[src/rtl/rcs_map.vh]
// Purpose: Constants for the reset cause and startup sequencer
// Assumes: 20 MHz clock, AXI4-Lite register access
// Notes: Offsets are byte addresses
`ifndef RCS_MAP_VH
`define RCS_MAP_VH
`define RCS_CAUSE_OFF 8'h00
`define RCS_CFG_OFF 8'h04
`define RCS_STAT_OFF 8'h08
`define RCS_BIT_TRAP 15
`define RCS_BIT_ILL 14
`define RCS_BIT_VREG 8
`define RCS_BIT_PIN 7
`define RCS_BIT_SWR 6
`define RCS_BIT_WDEN 5
`define RCS_BIT_WATCHDOG_TIMEOUT_FLAG 4
`define RCS_BIT_SLP 3
`define RCS_BIT_IDL 2
`define RCS_BIT_BOR 1
`define RCS_BIT_POR 0
`define RCS_CAUSE_MASK 16'hC1FF
`define RCS_CAUSE_POR_VAL 16'h0003
`define RCS_BOR_KEEP 16'h01A0
`define RCS_CLK_MHZ 20
`define RCS_POWERON_EXTENSION_US 30
`define RCS_BROWNOUT_EXTENSION_US 100
`define RCS_MONITOR_START_DELAY_US 900
`define RCS_TLOCK_US 1500
`define RCS_POWERON_EXTENSION_CYC ((`RCS_POWERON_EXTENSION_US * `RCS_CLK_MHZ))
`define RCS_BROWNOUT_EXTENSION_CYC ((`RCS_BROWNOUT_EXTENSION_US * `RCS_CLK_MHZ))
`define RCS_MONITOR_START_DELAY_CYC ((`RCS_MONITOR_START_DELAY_US * `RCS_CLK_MHZ))
`define RCS_TLOCK_CYC ((`RCS_TLOCK_US * `RCS_CLK_MHZ))
`define RCS_OST_CYC 1024
`define RCS_POWERUP_TIMER_MS_CYC 20000
`define RCS_RESET_VECTOR 24'h000000
`endif

[src/rtl/rcs_sequencer.v]
// Purpose: Reset cause recording and startup sequencing
// Assumes: Inputs synchronous to clk; events are one-cycle pulses
// Notes: Oscillator clock timers are modelled in clk cycles
//   Modes without a crystal or a PLL skip those wait states entirely
// Behaviour
// - Trap conflict reset sets bit 15
// - Illegal op or pointer reset sets bit 14
// - Bits 13 to 9 read zero
// - Bit 8 keeps regulator on in sleep
// - Pin reset sets bit 7
// - Software reset instruction sets bit 6
// - Bit 5 enables watchdog unless fuse set
// - Watchdog timeout sets bit 4
// - Sleep sets bit 3, idle bit 2
// - Brown-out sets bit 1, also after power-on
// - Power-on sets bit 0
// - Software writes flags; never causes reset
// - Cold reset picks boot oscillator select
// - Warm reset keeps current oscillator select
// - Hold reset until supplies and clock ready
// - Crystal modes wait 1024 oscillator periods
// - PLL modes wait lock; external adds none
// - Power-up timer holds reset after brown-out
// - Execution starts at address zero
// - Clock monitor starts after its delay
// - Power-on reset extended by its time
// - Brown-out reset extended by its time
// - Power-on clears all flags but bits 0 and 1
// - Sleep or watchdog-clear instruction clears timeout
`include "rcs_map.vh"
`timescale 1ns/1ps
`default_nettype none
module rcs_sequencer #(
  parameter POWERON_EXTENSION_CYC = `RCS_POWERON_EXTENSION_CYC,
  parameter BROWNOUT_EXTENSION_CYC = `RCS_BROWNOUT_EXTENSION_CYC,
  parameter MONITOR_START_DELAY_CYC = `RCS_MONITOR_START_DELAY_CYC,
  parameter TLOCK_CYC = `RCS_TLOCK_CYC,
  parameter POWERUP_TIMER_MS_CYC = `RCS_POWERUP_TIMER_MS_CYC
) (
  input wire clk,
  input wire srst,
  input wire por_event,
  input wire bor_event,
  input wire pin_event,
  input wire swr_event,
  input wire watchdog_timeout_flag_event,
  input wire trap_event,
  input wire illegal_event,
  input wire sleep_event,
  input wire idle_event,
  input wire wdt_clear_event,
  input wire supply_ok,
  input wire watchdog_fuse_enable,
  input wire monitor_enable,
  input wire [2:0] boot_osc_select,
  input wire [2:0] current_osc_select,
  input wire [2:0] powerup_sel,
  input wire [31:0] s_axi_awaddr,
  input wire s_axi_awvalid,
  output reg s_axi_awready,
  input wire [31:0] s_axi_wdata,
  input wire [3:0] s_axi_wstrb,
  input wire s_axi_wvalid,
  output reg s_axi_wready,
  output reg [1:0] s_axi_bresp,
  output reg s_axi_bvalid,
  input wire s_axi_bready,
  input wire [31:0] s_axi_araddr,
  input wire s_axi_arvalid,
  output reg s_axi_arready,
  output reg [31:0] s_axi_rdata,
  output reg [1:0] s_axi_rresp,
  output reg s_axi_rvalid,
  input wire s_axi_rready,
  output reg system_reset_line,
  output reg [2:0] osc_select_out,
  output reg osc_enable,
  output reg [23:0] fetch_addr,
  output reg fetch_start,
  output reg monitor_active,
  output reg watchdog_enabled,
  output reg regulator_standby
);
  // Oscillator mode codes on the select bits
  localparam [2:0] OSC_FRC = 3'h0;
  localparam [2:0] OSC_FRCPLL = 3'h1;
  localparam [2:0] OSC_XT = 3'h2;
  localparam [2:0] OSC_HS = 3'h3;
  localparam [2:0] OSC_EC = 3'h4;
  localparam [2:0] OSC_XTPLL = 3'h5;
  localparam [2:0] OSC_HSPLL = 3'h6;
  localparam [2:0] OSC_ECPLL = 3'h7;
  // Sequencer states
  localparam [2:0] S_EXT = 3'h0;
  localparam [2:0] S_POWERUP_TIMER = 3'h1;
  localparam [2:0] S_OST = 3'h2;
  localparam [2:0] S_LOCK = 3'h3;
  localparam [2:0] S_RUN = 3'h4;
  localparam [2:0] S_MON = 3'h5;
  localparam [2:0] S_WARM = 3'h6;

  // Cause flags, sequencer state and its shared timer
  reg [15:0] cause_ff;
  reg [15:0] nxt_cause;
  reg [2:0] state_ff;
  reg [2:0] nxt_state;
  reg [31:0] cnt_ff;
  reg [31:0] nxt_cnt;
  reg cold_ff;
  reg [2:0] sel_ff;
  reg [2:0] nxt_sel;
  // Write address and data are held until both have arrived
  reg aw_hold_ff;
  reg w_hold_ff;
  reg [31:0] awaddr_ff;
  reg [31:0] wdata_ff;
  reg [1:0] wstrb_lo_ff;
  wire wr_go;
  wire is_cold;
  wire warm_ev;
  wire [31:0] powerup_timer_cyc;
  wire crystal;
  wire pll;
  wire [7:0] stat_byte;

  assign is_cold = por_event | bor_event;
  assign warm_ev = pin_event | swr_event | watchdog_timeout_flag_event | trap_event | illegal_event;
  assign wr_go = aw_hold_ff & w_hold_ff & ~s_axi_bvalid;
  // Power-up delay is 0 or 2^(n-1) ms, giving eight settings up to 64 ms
  // A shift keeps the table out of logic; setting 1 is the unshifted base
  assign powerup_timer_cyc = (powerup_sel == 3'h0) ? 32'h0 :
    (POWERUP_TIMER_MS_CYC << (powerup_sel - 3'h1));
  assign crystal = (sel_ff == OSC_XT) | (sel_ff == OSC_HS) |
    (sel_ff == OSC_XTPLL) | (sel_ff == OSC_HSPLL);
  assign pll = (sel_ff == OSC_FRCPLL) | (sel_ff == OSC_XTPLL) |
    (sel_ff == OSC_HSPLL) | (sel_ff == OSC_ECPLL);
  // Status byte: select, monitor, reset line and sequencer state.
  // Read only; it shows software where a start-up has stalled.
  assign stat_byte = {sel_ff, monitor_active, system_reset_line, state_ff};

  //////////////////////////////////////////////////////////////////////////////
  // Cause register: hardware sets win over software writes in the same cycle
  // An event must never be lost to a racing write; software can still
  // clear the flag afterwards. Only the exact cause address writes here.
  always @* begin
    nxt_cause = cause_ff;
    if (wr_go && awaddr_ff == {24'h0, `RCS_CAUSE_OFF}) begin
      // Plain storage only; no reset path is taken from here
      if (wstrb_lo_ff[0]) nxt_cause[7:0] = wdata_ff[7:0];
      if (wstrb_lo_ff[1]) nxt_cause[15:8] = wdata_ff[15:8];
    end
    if (sleep_event || wdt_clear_event) nxt_cause[`RCS_BIT_WATCHDOG_TIMEOUT_FLAG] = 1'b0;
    if (trap_event) nxt_cause[`RCS_BIT_TRAP] = 1'b1;
    if (illegal_event) nxt_cause[`RCS_BIT_ILL] = 1'b1;
    if (pin_event) nxt_cause[`RCS_BIT_PIN] = 1'b1;
    if (swr_event) nxt_cause[`RCS_BIT_SWR] = 1'b1;
    if (watchdog_timeout_flag_event) nxt_cause[`RCS_BIT_WATCHDOG_TIMEOUT_FLAG] = 1'b1;
    if (sleep_event) nxt_cause[`RCS_BIT_SLP] = 1'b1;
    if (idle_event) nxt_cause[`RCS_BIT_IDL] = 1'b1;
    if (bor_event) begin
      // Brown-out clears history flags like power-on; pin flag survives
      nxt_cause = nxt_cause & `RCS_BOR_KEEP;
      nxt_cause[`RCS_BIT_BOR] = 1'b1;
    end
    if (por_event) begin
      nxt_cause = `RCS_CAUSE_POR_VAL;
    end
    nxt_cause = nxt_cause & `RCS_CAUSE_MASK;
  end

  always @(posedge clk) begin
    if (srst) begin
      cause_ff <= `RCS_CAUSE_POR_VAL;
    end else begin
      cause_ff <= nxt_cause;
    end
  end

  //////////////////////////////////////////////////////////////////////////////
  // Startup sequencer
  // Cold path: extension, power-up hold, then only the waits that the
  // selected oscillator mode needs. A state that the mode does not use
  // is skipped outright, so such a mode gains no extra cycle of reset.
  // Warm path: one cycle of reset on the clock that is already running.
  // The counter restarts at zero on every state change except S_RUN to S_MON.
  always @* begin
    nxt_state = state_ff;
    nxt_cnt = cnt_ff + 32'h1;
    nxt_sel = sel_ff;
    case (state_ff)
      S_EXT: begin
        // Extension counts only while supplies are reported good; a dip
        // restarts it, so a noisy supply never shortens the hold
        if (!supply_ok) begin
          nxt_cnt = 32'h0;
        end else if (cnt_ff + 32'h1 >= (cold_ff ? BROWNOUT_EXTENSION_CYC : POWERON_EXTENSION_CYC)) begin
          nxt_state = S_POWERUP_TIMER;
          nxt_cnt = 32'h0;
        end
      end
      S_POWERUP_TIMER: begin
        // The oscillator stays stopped until this hold is over
        if (cnt_ff >= powerup_timer_cyc) begin
          nxt_cnt = 32'h0;
          if (crystal) begin
            nxt_state = S_OST;
          end else if (pll) begin
            nxt_state = S_LOCK;
          end else begin
            // External clock or internal RC without PLL: no start-up wait
            nxt_state = S_RUN;
          end
        end
      end
      S_OST: begin
        // Crystal start-up count, oscillator periods taken as clk cycles
        if (cnt_ff + 32'h1 >= `RCS_OST_CYC) begin
          nxt_cnt = 32'h0;
          if (pll) begin
            nxt_state = S_LOCK;
          end else begin
            nxt_state = S_RUN;
          end
        end
      end
      S_LOCK: begin
        // Lock is timed, not sensed: the block has no lock input
        if (cnt_ff + 32'h1 >= TLOCK_CYC) begin
          nxt_state = S_RUN;
          nxt_cnt = 32'h0;
        end
      end
      S_RUN: begin
        // Running; the clock monitor start is held off by its own delay,
        // and with the monitor disabled the sequencer simply stays here
        if (monitor_enable && cnt_ff + 32'h1 >= MONITOR_START_DELAY_CYC) begin
          nxt_state = S_MON;
        end
      end
      S_MON: begin
        // Counter frozen; nothing further to time until the next reset
        nxt_cnt = cnt_ff;
      end
      S_WARM: begin
        // Warm reset releases after one cycle on the same clock
        nxt_state = S_RUN;
        nxt_cnt = 32'h0;
      end
      default: begin
        // Unused codes fall back to a full cold start
        nxt_state = S_EXT;
        nxt_cnt = 32'h0;
      end
    endcase
    // Reset sources override any state; a cold source wins over a warm
    // one in the same cycle because it restarts every timer
    if (is_cold) begin
      nxt_state = S_EXT;
      nxt_cnt = 32'h0;
      nxt_sel = boot_osc_select;
    end else if (warm_ev) begin
      nxt_state = S_WARM;
      nxt_cnt = 32'h0;
      nxt_sel = current_osc_select;
    end
  end

  always @(posedge clk) begin
    if (srst) begin
      state_ff <= S_EXT;
      cnt_ff <= 32'h0;
      cold_ff <= 1'b0;
      sel_ff <= 3'h0;
    end else begin
      state_ff <= nxt_state;
      cnt_ff <= nxt_cnt;
      sel_ff <= nxt_sel;
      if (is_cold) cold_ff <= bor_event & ~por_event;
    end
  end

  // Outputs registered from next-state values, so each port changes on the
  // same edge as the state that it reports and comes straight from a flop.
  // The oscillator only runs once the power-up hold is over.
  always @(posedge clk) begin
    if (srst) begin
      system_reset_line <= 1'b1;
      osc_select_out <= 3'h0;
      osc_enable <= 1'b0;
      fetch_addr <= `RCS_RESET_VECTOR;
      fetch_start <= 1'b0;
      monitor_active <= 1'b0;
      watchdog_enabled <= 1'b1;
      regulator_standby <= 1'b1;
    end else begin
      system_reset_line <= (nxt_state == S_EXT) || (nxt_state == S_POWERUP_TIMER) ||
        (nxt_state == S_WARM) || (nxt_state == S_OST) || (nxt_state == S_LOCK);
      osc_enable <= (nxt_state != S_EXT) && (nxt_state != S_POWERUP_TIMER);
      osc_select_out <= nxt_sel;
      fetch_addr <= `RCS_RESET_VECTOR;
      fetch_start <= (nxt_state == S_RUN) && (state_ff != S_RUN);
      monitor_active <= (nxt_state == S_MON);
      watchdog_enabled <= watchdog_fuse_enable | nxt_cause[`RCS_BIT_WDEN];
      regulator_standby <= ~nxt_cause[`RCS_BIT_VREG];
    end
  end

  //////////////////////////////////////////////////////////////////////////////
  // AXI4-Lite slave; address and data captured independently
  // Each ready pulses for one cycle per beat; a new write is not answered
  // until the previous response has been taken by the master.
  always @(posedge clk) begin
    if (srst) begin
      aw_hold_ff <= 1'b0;
      w_hold_ff <= 1'b0;
      awaddr_ff <= 32'h0;
      wdata_ff <= 32'h0;
      wstrb_lo_ff <= 2'h0;
      s_axi_awready <= 1'b0;
      s_axi_wready <= 1'b0;
      s_axi_bvalid <= 1'b0;
      s_axi_bresp <= 2'h0;
    end else begin
      s_axi_awready <= ~aw_hold_ff & ~s_axi_awready & s_axi_awvalid;
      s_axi_wready <= ~w_hold_ff & ~s_axi_wready & s_axi_wvalid;
      if (s_axi_awvalid && s_axi_awready) begin
        aw_hold_ff <= 1'b1;
        awaddr_ff <= s_axi_awaddr;
      end
      if (s_axi_wvalid && s_axi_wready) begin
        w_hold_ff <= 1'b1;
        wdata_ff <= s_axi_wdata;
        wstrb_lo_ff <= s_axi_wstrb[1:0];
      end
      if (wr_go) begin
        aw_hold_ff <= 1'b0;
        w_hold_ff <= 1'b0;
        s_axi_bvalid <= 1'b1;
        s_axi_bresp <= (awaddr_ff == {24'h0, `RCS_CAUSE_OFF}) ?
          2'h0 : 2'h2;
      end else if (s_axi_bvalid && s_axi_bready) begin
        s_axi_bvalid <= 1'b0;
      end
    end
  end

  // Read channel: cause word and a sequencer status word
  // Read data is sampled from the flops at the handshake, so a flag set
  // in the same cycle shows on the next read, never half-updated.
  always @(posedge clk) begin
    if (srst) begin
      s_axi_arready <= 1'b0;
      s_axi_rvalid <= 1'b0;
      s_axi_rdata <= 32'h0;
      s_axi_rresp <= 2'h0;
    end else begin
      s_axi_arready <= ~s_axi_arready & ~s_axi_rvalid & s_axi_arvalid;
      if (s_axi_arvalid && s_axi_arready) begin
        s_axi_rvalid <= 1'b1;
        s_axi_rresp <= 2'h0;
        if (s_axi_araddr == {24'h0, `RCS_CAUSE_OFF}) begin
          s_axi_rdata <= {16'h0, cause_ff};
        end else if (s_axi_araddr == {24'h0, `RCS_STAT_OFF}) begin
          s_axi_rdata <= {24'h0, stat_byte};
        end else begin
          s_axi_rdata <= 32'h0;
          s_axi_rresp <= 2'h2;
        end
      end else if (s_axi_rvalid && s_axi_rready) begin
        s_axi_rvalid <= 1'b0;
      end
    end
  end
endmodule
`default_nettype wire

[config.mk]
export PLATFORM = sky130hd
export DESIGN_NAME = rcs_sequencer
export DESIGN_NICKNAME = d
export VERILOG_FILES = /design/src/rtl/rcs_sequencer.v
export VERILOG_INCLUDE_DIRS = /design/src /design/src/rtl
export SDC_FILE = /design/constraint.sdc
export NUM_CORES = 1
export LEC_CHECK = 0
export BUFFER_PORTS_ARGS = -buffer_cell sky130_fd_sc_hd__buf_2
export CAP_MARGIN = 20
export CORE_MARGIN = 2
export CORE_UTILIZATION = 53
export DETAILED_ROUTE_END_ITERATION = 7
export PLACE_DENSITY_LB_ADDON = 0.2
export SLEW_MARGIN = 20
export SYNTH_ARGS = -nofsm -noshare
export SYNTH_HDL_FRONTEND = slang
export SYNTH_SLANG_ARGS = --single-unit
[constraint.sdc]
create_clock -name clk -period 3.5 [get_ports clk]
set_input_delay 0.175 -clock clk [delete_from_list [all_inputs] [get_ports clk]]
set_output_delay 0.175 -clock clk [all_outputs]
set_load 0.1 [all_outputs]
Yosys cells after proc, flatten, opt, wreduce, memory -nomap -nowiden
Index checks and enable logic that the tools add are counted.
{ "totals": {"input_bits": 129, "reg_bits": 154, "out_inout_bits": 74} }
{ "op_classes": {"add_sub_neg": 2, "mux": 43, "n_reduce_logical": 49, "magnitude_cmp": 5, "shifts": 1, "n_eq_ne": 21, "bitwise": 30} }
{ "op_table": {"columns": ["cell", "n"], "rows": [
  ["$mux 32", 6],
  ["$pmux 32 s6", 1],
  ["$ge 32x15->1 const B", 2],
  ["$logic_not 32->1", 2],
  ["$mux 3", 12],
  ["$add 32x1->32 const B", 1],
  ["$eq 32x4->1 const B", 1],
  ["$ge 32x11->1", 1],
  ["$ge 32x11->1 const B", 1],
  ["$ge 32x32->1", 1],
  ["$mux 16", 2],
  ["$shl 15x3->32 const A", 1],
  ["$reduce_bool 2->1", 15],
  ["$eq 3x3->1 const B", 9],
  ["$mux 8", 3],
  ["$pmux 3 s7", 1],
  ["$eq 3x2->1 const B", 6],
  ["$reduce_and 2->1", 8],
  ["$mux 1", 12],
  ["$or 1x1->1", 12],
  ["$mux 11", 1],
  ["$and 1x1->1", 9],
  ["$eq 3x1->1 const B", 3],
  ["$logic_and 1x1->1", 9],
  ["other kinds (12)", 32]
]} }

Logic depth before layout (Yosys ltp)
{ "depth": {"word_depth": 15, "mapped_depth": 18, "mapped_depth_nobuf": 16} }

Worst setup path after synthesis
OpenSTA, ideal clock, no wires.
{ "synth_path": {"path_kind": "input port to flip-flop", "startpoint": "in powerup_sel[0]", "endpoint": "reg cnt_ff[22]", "path_buffers": 0, "path_stages": 16, "setup_ps": 71, "setup_slack_ps": 390, "arrival_ps": 3040, "cell_sequence": "inv_1 ha_1 nor3_1 a21oi_1 nand2_1 o21ai_0 ha_1 nand4_1 nor3_1 a2111oi_0 o211ai_1 nor2_1 nor2_1 a22o_1 or4b_1 a21oi_1"} }
{ "synth_via": {"elab_chain_len": 6, "word_cells_on_any_way": 7, "classes_between": "1 x add/sub; 1 x order compare; 1 x shift; 3 x mux; 1 x reduce/logical"} }
{ "synth_lines": {"columns": ["element", "line", "rtl"], "rows": [
  ["start: declaration", "rcs_sequencer.v:57", "input wire [2:0] powerup_sel,"],
  ["$sub 3x1->3", "rcs_sequencer.v:132", "(POWERUP_TIMER_MS_CYC << (powerup_sel - 3'h1));"],
  ["$shl 15x3->32", "rcs_sequencer.v:132", null],
  ["$mux 32 (*)", "rcs_sequencer.v:131", "assign powerup_timer_cyc = (powerup_sel == 3'h0) ? 32'h0 :"],
  ["$ge 32x32->1 (*)", "rcs_sequencer.v:203", "if (cnt_ff >= powerup_timer_cyc) begin"],
  ["$mux 32 (*)", "rcs_sequencer.v:203", null],
  ["$pmux 32 s6 (*)", "rcs_sequencer.v:190", "case (state_ff)"],
  ["end signal: assignment", "rcs_sequencer.v:276", "cnt_ff <= nxt_cnt;"],
  ["end: declaration", "rcs_sequencer.v:107", "reg [31:0] cnt_ff;"]
]} }
Every way passes the cells marked *; elsewhere a longest branch is shown, timed or not.
A chain may end at the register's enable or synchronous reset.

Worst setup path in the final report
{ "layout_path": {"startpoint": "reg cnt_ff[3]", "endpoint": "reg cnt_ff[23]"} }
{ "layout_via": {"elab_chain_len": 5, "word_cells_on_any_way": 11, "classes_between": "1 x add/sub; 4 x order compare; 6 x mux"} }
{ "layout_lines": {"columns": ["element", "line", "rtl"], "rows": [
  ["$add 32x1->32", null, null],
  ["$ge 32x11->1", "rcs_sequencer.v:196", "end else if (cnt_ff + 32'h1 >= (cold_ff ? BROWNOUT_EXTENSION_CYC : POWERON_EXTENSION_CYC)) begin"],
  ["$mux 32", "rcs_sequencer.v:196", null],
  ["$mux 32", "rcs_sequencer.v:194", "if (!supply_ok) begin"],
  ["$pmux 32 s6 (*)", "rcs_sequencer.v:190", null]
]} }
Marks and branches as above.

==> metrics <==
max-cap violation count=0; chip height=121 um; dpl cells=1213; crit start category=register; Max Clk Rate=0.297 GHz; Mapped Area=7240 um2; drt drc=0; min Tclk post-route=3.36 ns; synth top area cells=dfxtp_1, nand2_1, buf_4, a21oi_1, ha_1; clk_skew=0.00645 ns; Placeable Area=13300 um2; Tcrit/Tclk final=96.1%; status=completed; initial antenna violation count=0; Final nets=1256; Commonest cells post-synth=nand2_1, dfxtp_1, a21oi_1; endpoint class of the critical path=register; CP arrival=3.66 ns; Hold Crit Depth=3; Synth Warn #=0; largest net degree at the start of global routing=73; worst-path cell chain=and3_2, nand4_2, xnor2_1, ha_1, inv_1, nor4_1, a211oi_1, a2111oi_2, nor4_1, o21ai_1, a22oi_2, buf_12, buf_4, a41oi_1, mux2i_1; CP top delay family=compound AO/OA/AOI/OAI gates; Critical Path Most Common Cell=nor4_1; WP buf/inv=3; CP max-delay cell=a2111oi_2; Mapped Cells=915; Main synth FF type=dfxtp_1; asr flop ratio synth=0%; EDFF count, synth=0; Seq/Total Area, Yosys=33.4%; Netlist cell types=72; GR Layer Usage met3=6.39%; site row count=42; met2 usage=45.0%; first-pass GRT wire length=32100 um; flops & latches, synth=121; die area=14600 um2; worst vdd ir=373 uV; worst hold endpoint=wdata_ff[4]$_SDFFE_PP0P_; worst hold start=s_axi_wdata[4]; fill cell count=1097; biggest area consumer among synthesized cells=dfxtp_1; max-slew violations=0; Top Ports=203; share of the synthesized area in the top cell type=33.4%; Reg2Reg Setup Slack=0.14 ns; Clock Sinks=121; total CTS buffers=17; Hold Worst Slack=0.0110 ns; CTS tree=yes; CP Data Required Time=3.79 ns; layout cells sized above 1=23.0%; htree depth=4; final hold viol count=0; Avg Inst Size Synth=7.91 um2; clock root cell=clkbuf_16; total wire length=20500 um; port bufs=132; HP Class=input port to register; die span in x=121 um; Clock transition at path regs=0.06 ns; Slew headroom=29.2%; vias in the first global route=6439; Via density=5.60; drt pass-1 iters=5; count leader, synth=nand2_1; Worst Path Max Fanout=7; grt ovf=0; setup violators final=0; Avg WL per Cell=15.9 um; Pleak=3.78 nW; met1 usage=36.2%; Starting Density=54.5%; fin cells=1287; Ant. Diodes=0; CP peak stage delay=0.42 ns; clk buf depth=2; clock latency at the later pin of the worst-skew pair=0.42 ns; Area Overhead vs Synth=26.2%; initial DRC count=644; RR Endpoint=cnt_ff[23]$_SDFFE_PP0N_; GRT Resource Usage Total=27.7%; reg2reg path depth=15; Setup CP Type=register to register; DRT antenna net count=0; GPL Wtd Cong=0.919; dpl hpwl=14200 um; Worst Tran Pin Value=1.06 ns; pwr dens=427 nW/um2; r2r startpoint=cnt_ff[3]$_SDFFE_PP0N_; via count=7206; global routing's busiest layer=met2
## area by class of cell
type	count	area (um2)	area share [%]
clock inverters	11	168	1.83
well taps	176	220	2.41
repair buffers	216	1400	15.3
flip-flops and latches	121	2430	26.6
inverters	25	93.8	1.03
clock buffers	21	470	5.15
multi-input cells	717	4350	47.6
## worst max-delay path by stage
stage          slack (ns)                      end                    from  cells after the start
2_1_floorplan        0.39  cnt_ff[22]$_SDFFE_PP0N_          powerup_sel[0]                     16
3_3_place_gp         0.04  cnt_ff[12]$_SDFFE_PP0N_          powerup_sel[0]                     17
3_5_place_dp        -0.03   cnt_ff[9]$_SDFFE_PP0N_          powerup_sel[0]                     17
4_1_cts              0.08   cnt_ff[4]$_SDFFE_PP0N_  cnt_ff[6]$_SDFFE_PP0N_                      9
5_1_grt            -0.009  cnt_ff[23]$_SDFFE_PP0N_  cnt_ff[3]$_SDFFE_PP0N_                     15
6_report             0.14  cnt_ff[23]$_SDFFE_PP0N_  cnt_ff[3]$_SDFFE_PP0N_                     15
## sequential cells by signal, summed over array words and instances (netlist names), 2 cells and up
| register | flops |
|---|---|
| wstrb_lo_ff | 2 |
| cause_ff | 11 |
| s_axi_rdata | 11 |
| osc_select_out | 3 |
| cnt_ff | 32 |
| awaddr_ff | 32 |
| wdata_ff | 11 |
| state_ff | 3 |
## repair_timing
action                                  in CTS  in global routing
endpoints found under the hold margin       39                  1
resized for setup                            0                 13
hold buffers                                38                  1
endpoints found under the setup margin       0                 29
setup buffers                                0                  1
## per-layer routing
layer	up-vias	part of all wire (%)
li1	3561	-
met4	0	2.0
met5	-	0
met1	3328	45
met3	37	6.9
met2	280	47
## worst min-delay path, delay by kind of cell
family	cells	cell delay, ns
buf+inv	1	0.09
simple gates	1	0.06
compound gates	1	0.06
## logic make-up (layout without fill, tap and decap cells)
| group | after synthesis | in the layout | share of synthesized area, % |
|---|---|---|---|
| other | 1 | 47 | 0.0518 |
| adder cells (fa/ha/maj) | 29 | 29 | 5.01 |
| XOR/XNOR | 23 | 23 | 2.78 |
| AO/OA/AOI/OAI | 194 | 194 | 17.5 |
| AND/OR/NAND/NOR | 394 | 395 | 27.8 |
| flip-flops | 121 | 121 | 33.4 |
| multiplexers | 29 | 29 | 4.15 |
| buffers and inverters | 124 | 273 | 9.28 |
## power by group
| part | internal [mW] | leakage (nW) | switching, mW | total, mW |
|---|---|---|---|---|
| clock | 1.25 | 0.309 | 0.635 | 1.88 |
| sequential | 1.41 | 0.984 | 0.0231 | 1.43 |
| combinational | 0.158 | 2.48 | 0.430 | 0.587 |
| total | 2.81 | 3.78 | 1.09 | 3.90 |
## cells in the final DEF, fill, tap and decap left out, drive strengths merged, types with 8 or more instances in the layout
| master | count |
|---|---|
| a21oi | 75 |
| o21ai | 23 |
| o21a | 11 |
| mux2i | 21 |
| conb | 47 |
| a211oi | 11 |
| buf | 177 |
| xnor2 | 16 |
| dlygate4sd3 | 39 |
| o31ai | 9 |
| nand2 | 149 |
| a32oi | 8 |
| mux2 | 8 |
| o2111ai | 9 |
| ha | 29 |
| inv | 26 |
| nor3 | 25 |
| or2 | 8 |
| nand4 | 29 |
| o211ai | 9 |
| nor2 | 71 |
| and2 | 14 |
| and3 | 9 |
| dfxtp | 121 |
| nand3 | 25 |
| clkbuf | 21 |
| nor4 | 33 |
## per-stage QoR
stage          util, %  instance area [um2]  setup slack [ns]  power, mW  setup TNS [ns]
2_1_floorplan        -                 7410             0.390       1.91               0
3_3_place_gp      60.5                 8040            0.0401       1.99               0
3_5_place_dp      60.5                 8040           -0.0316       2.00         -0.0927
4_1_cts           68.1                 9060            0.0836       3.90               0
5_1_grt           68.7                 9140          -0.00892       4.02         -0.0178
6_report          68.7                 9140             0.136       3.90               0
Note: power is estimated with default switching activity, not from simulation.
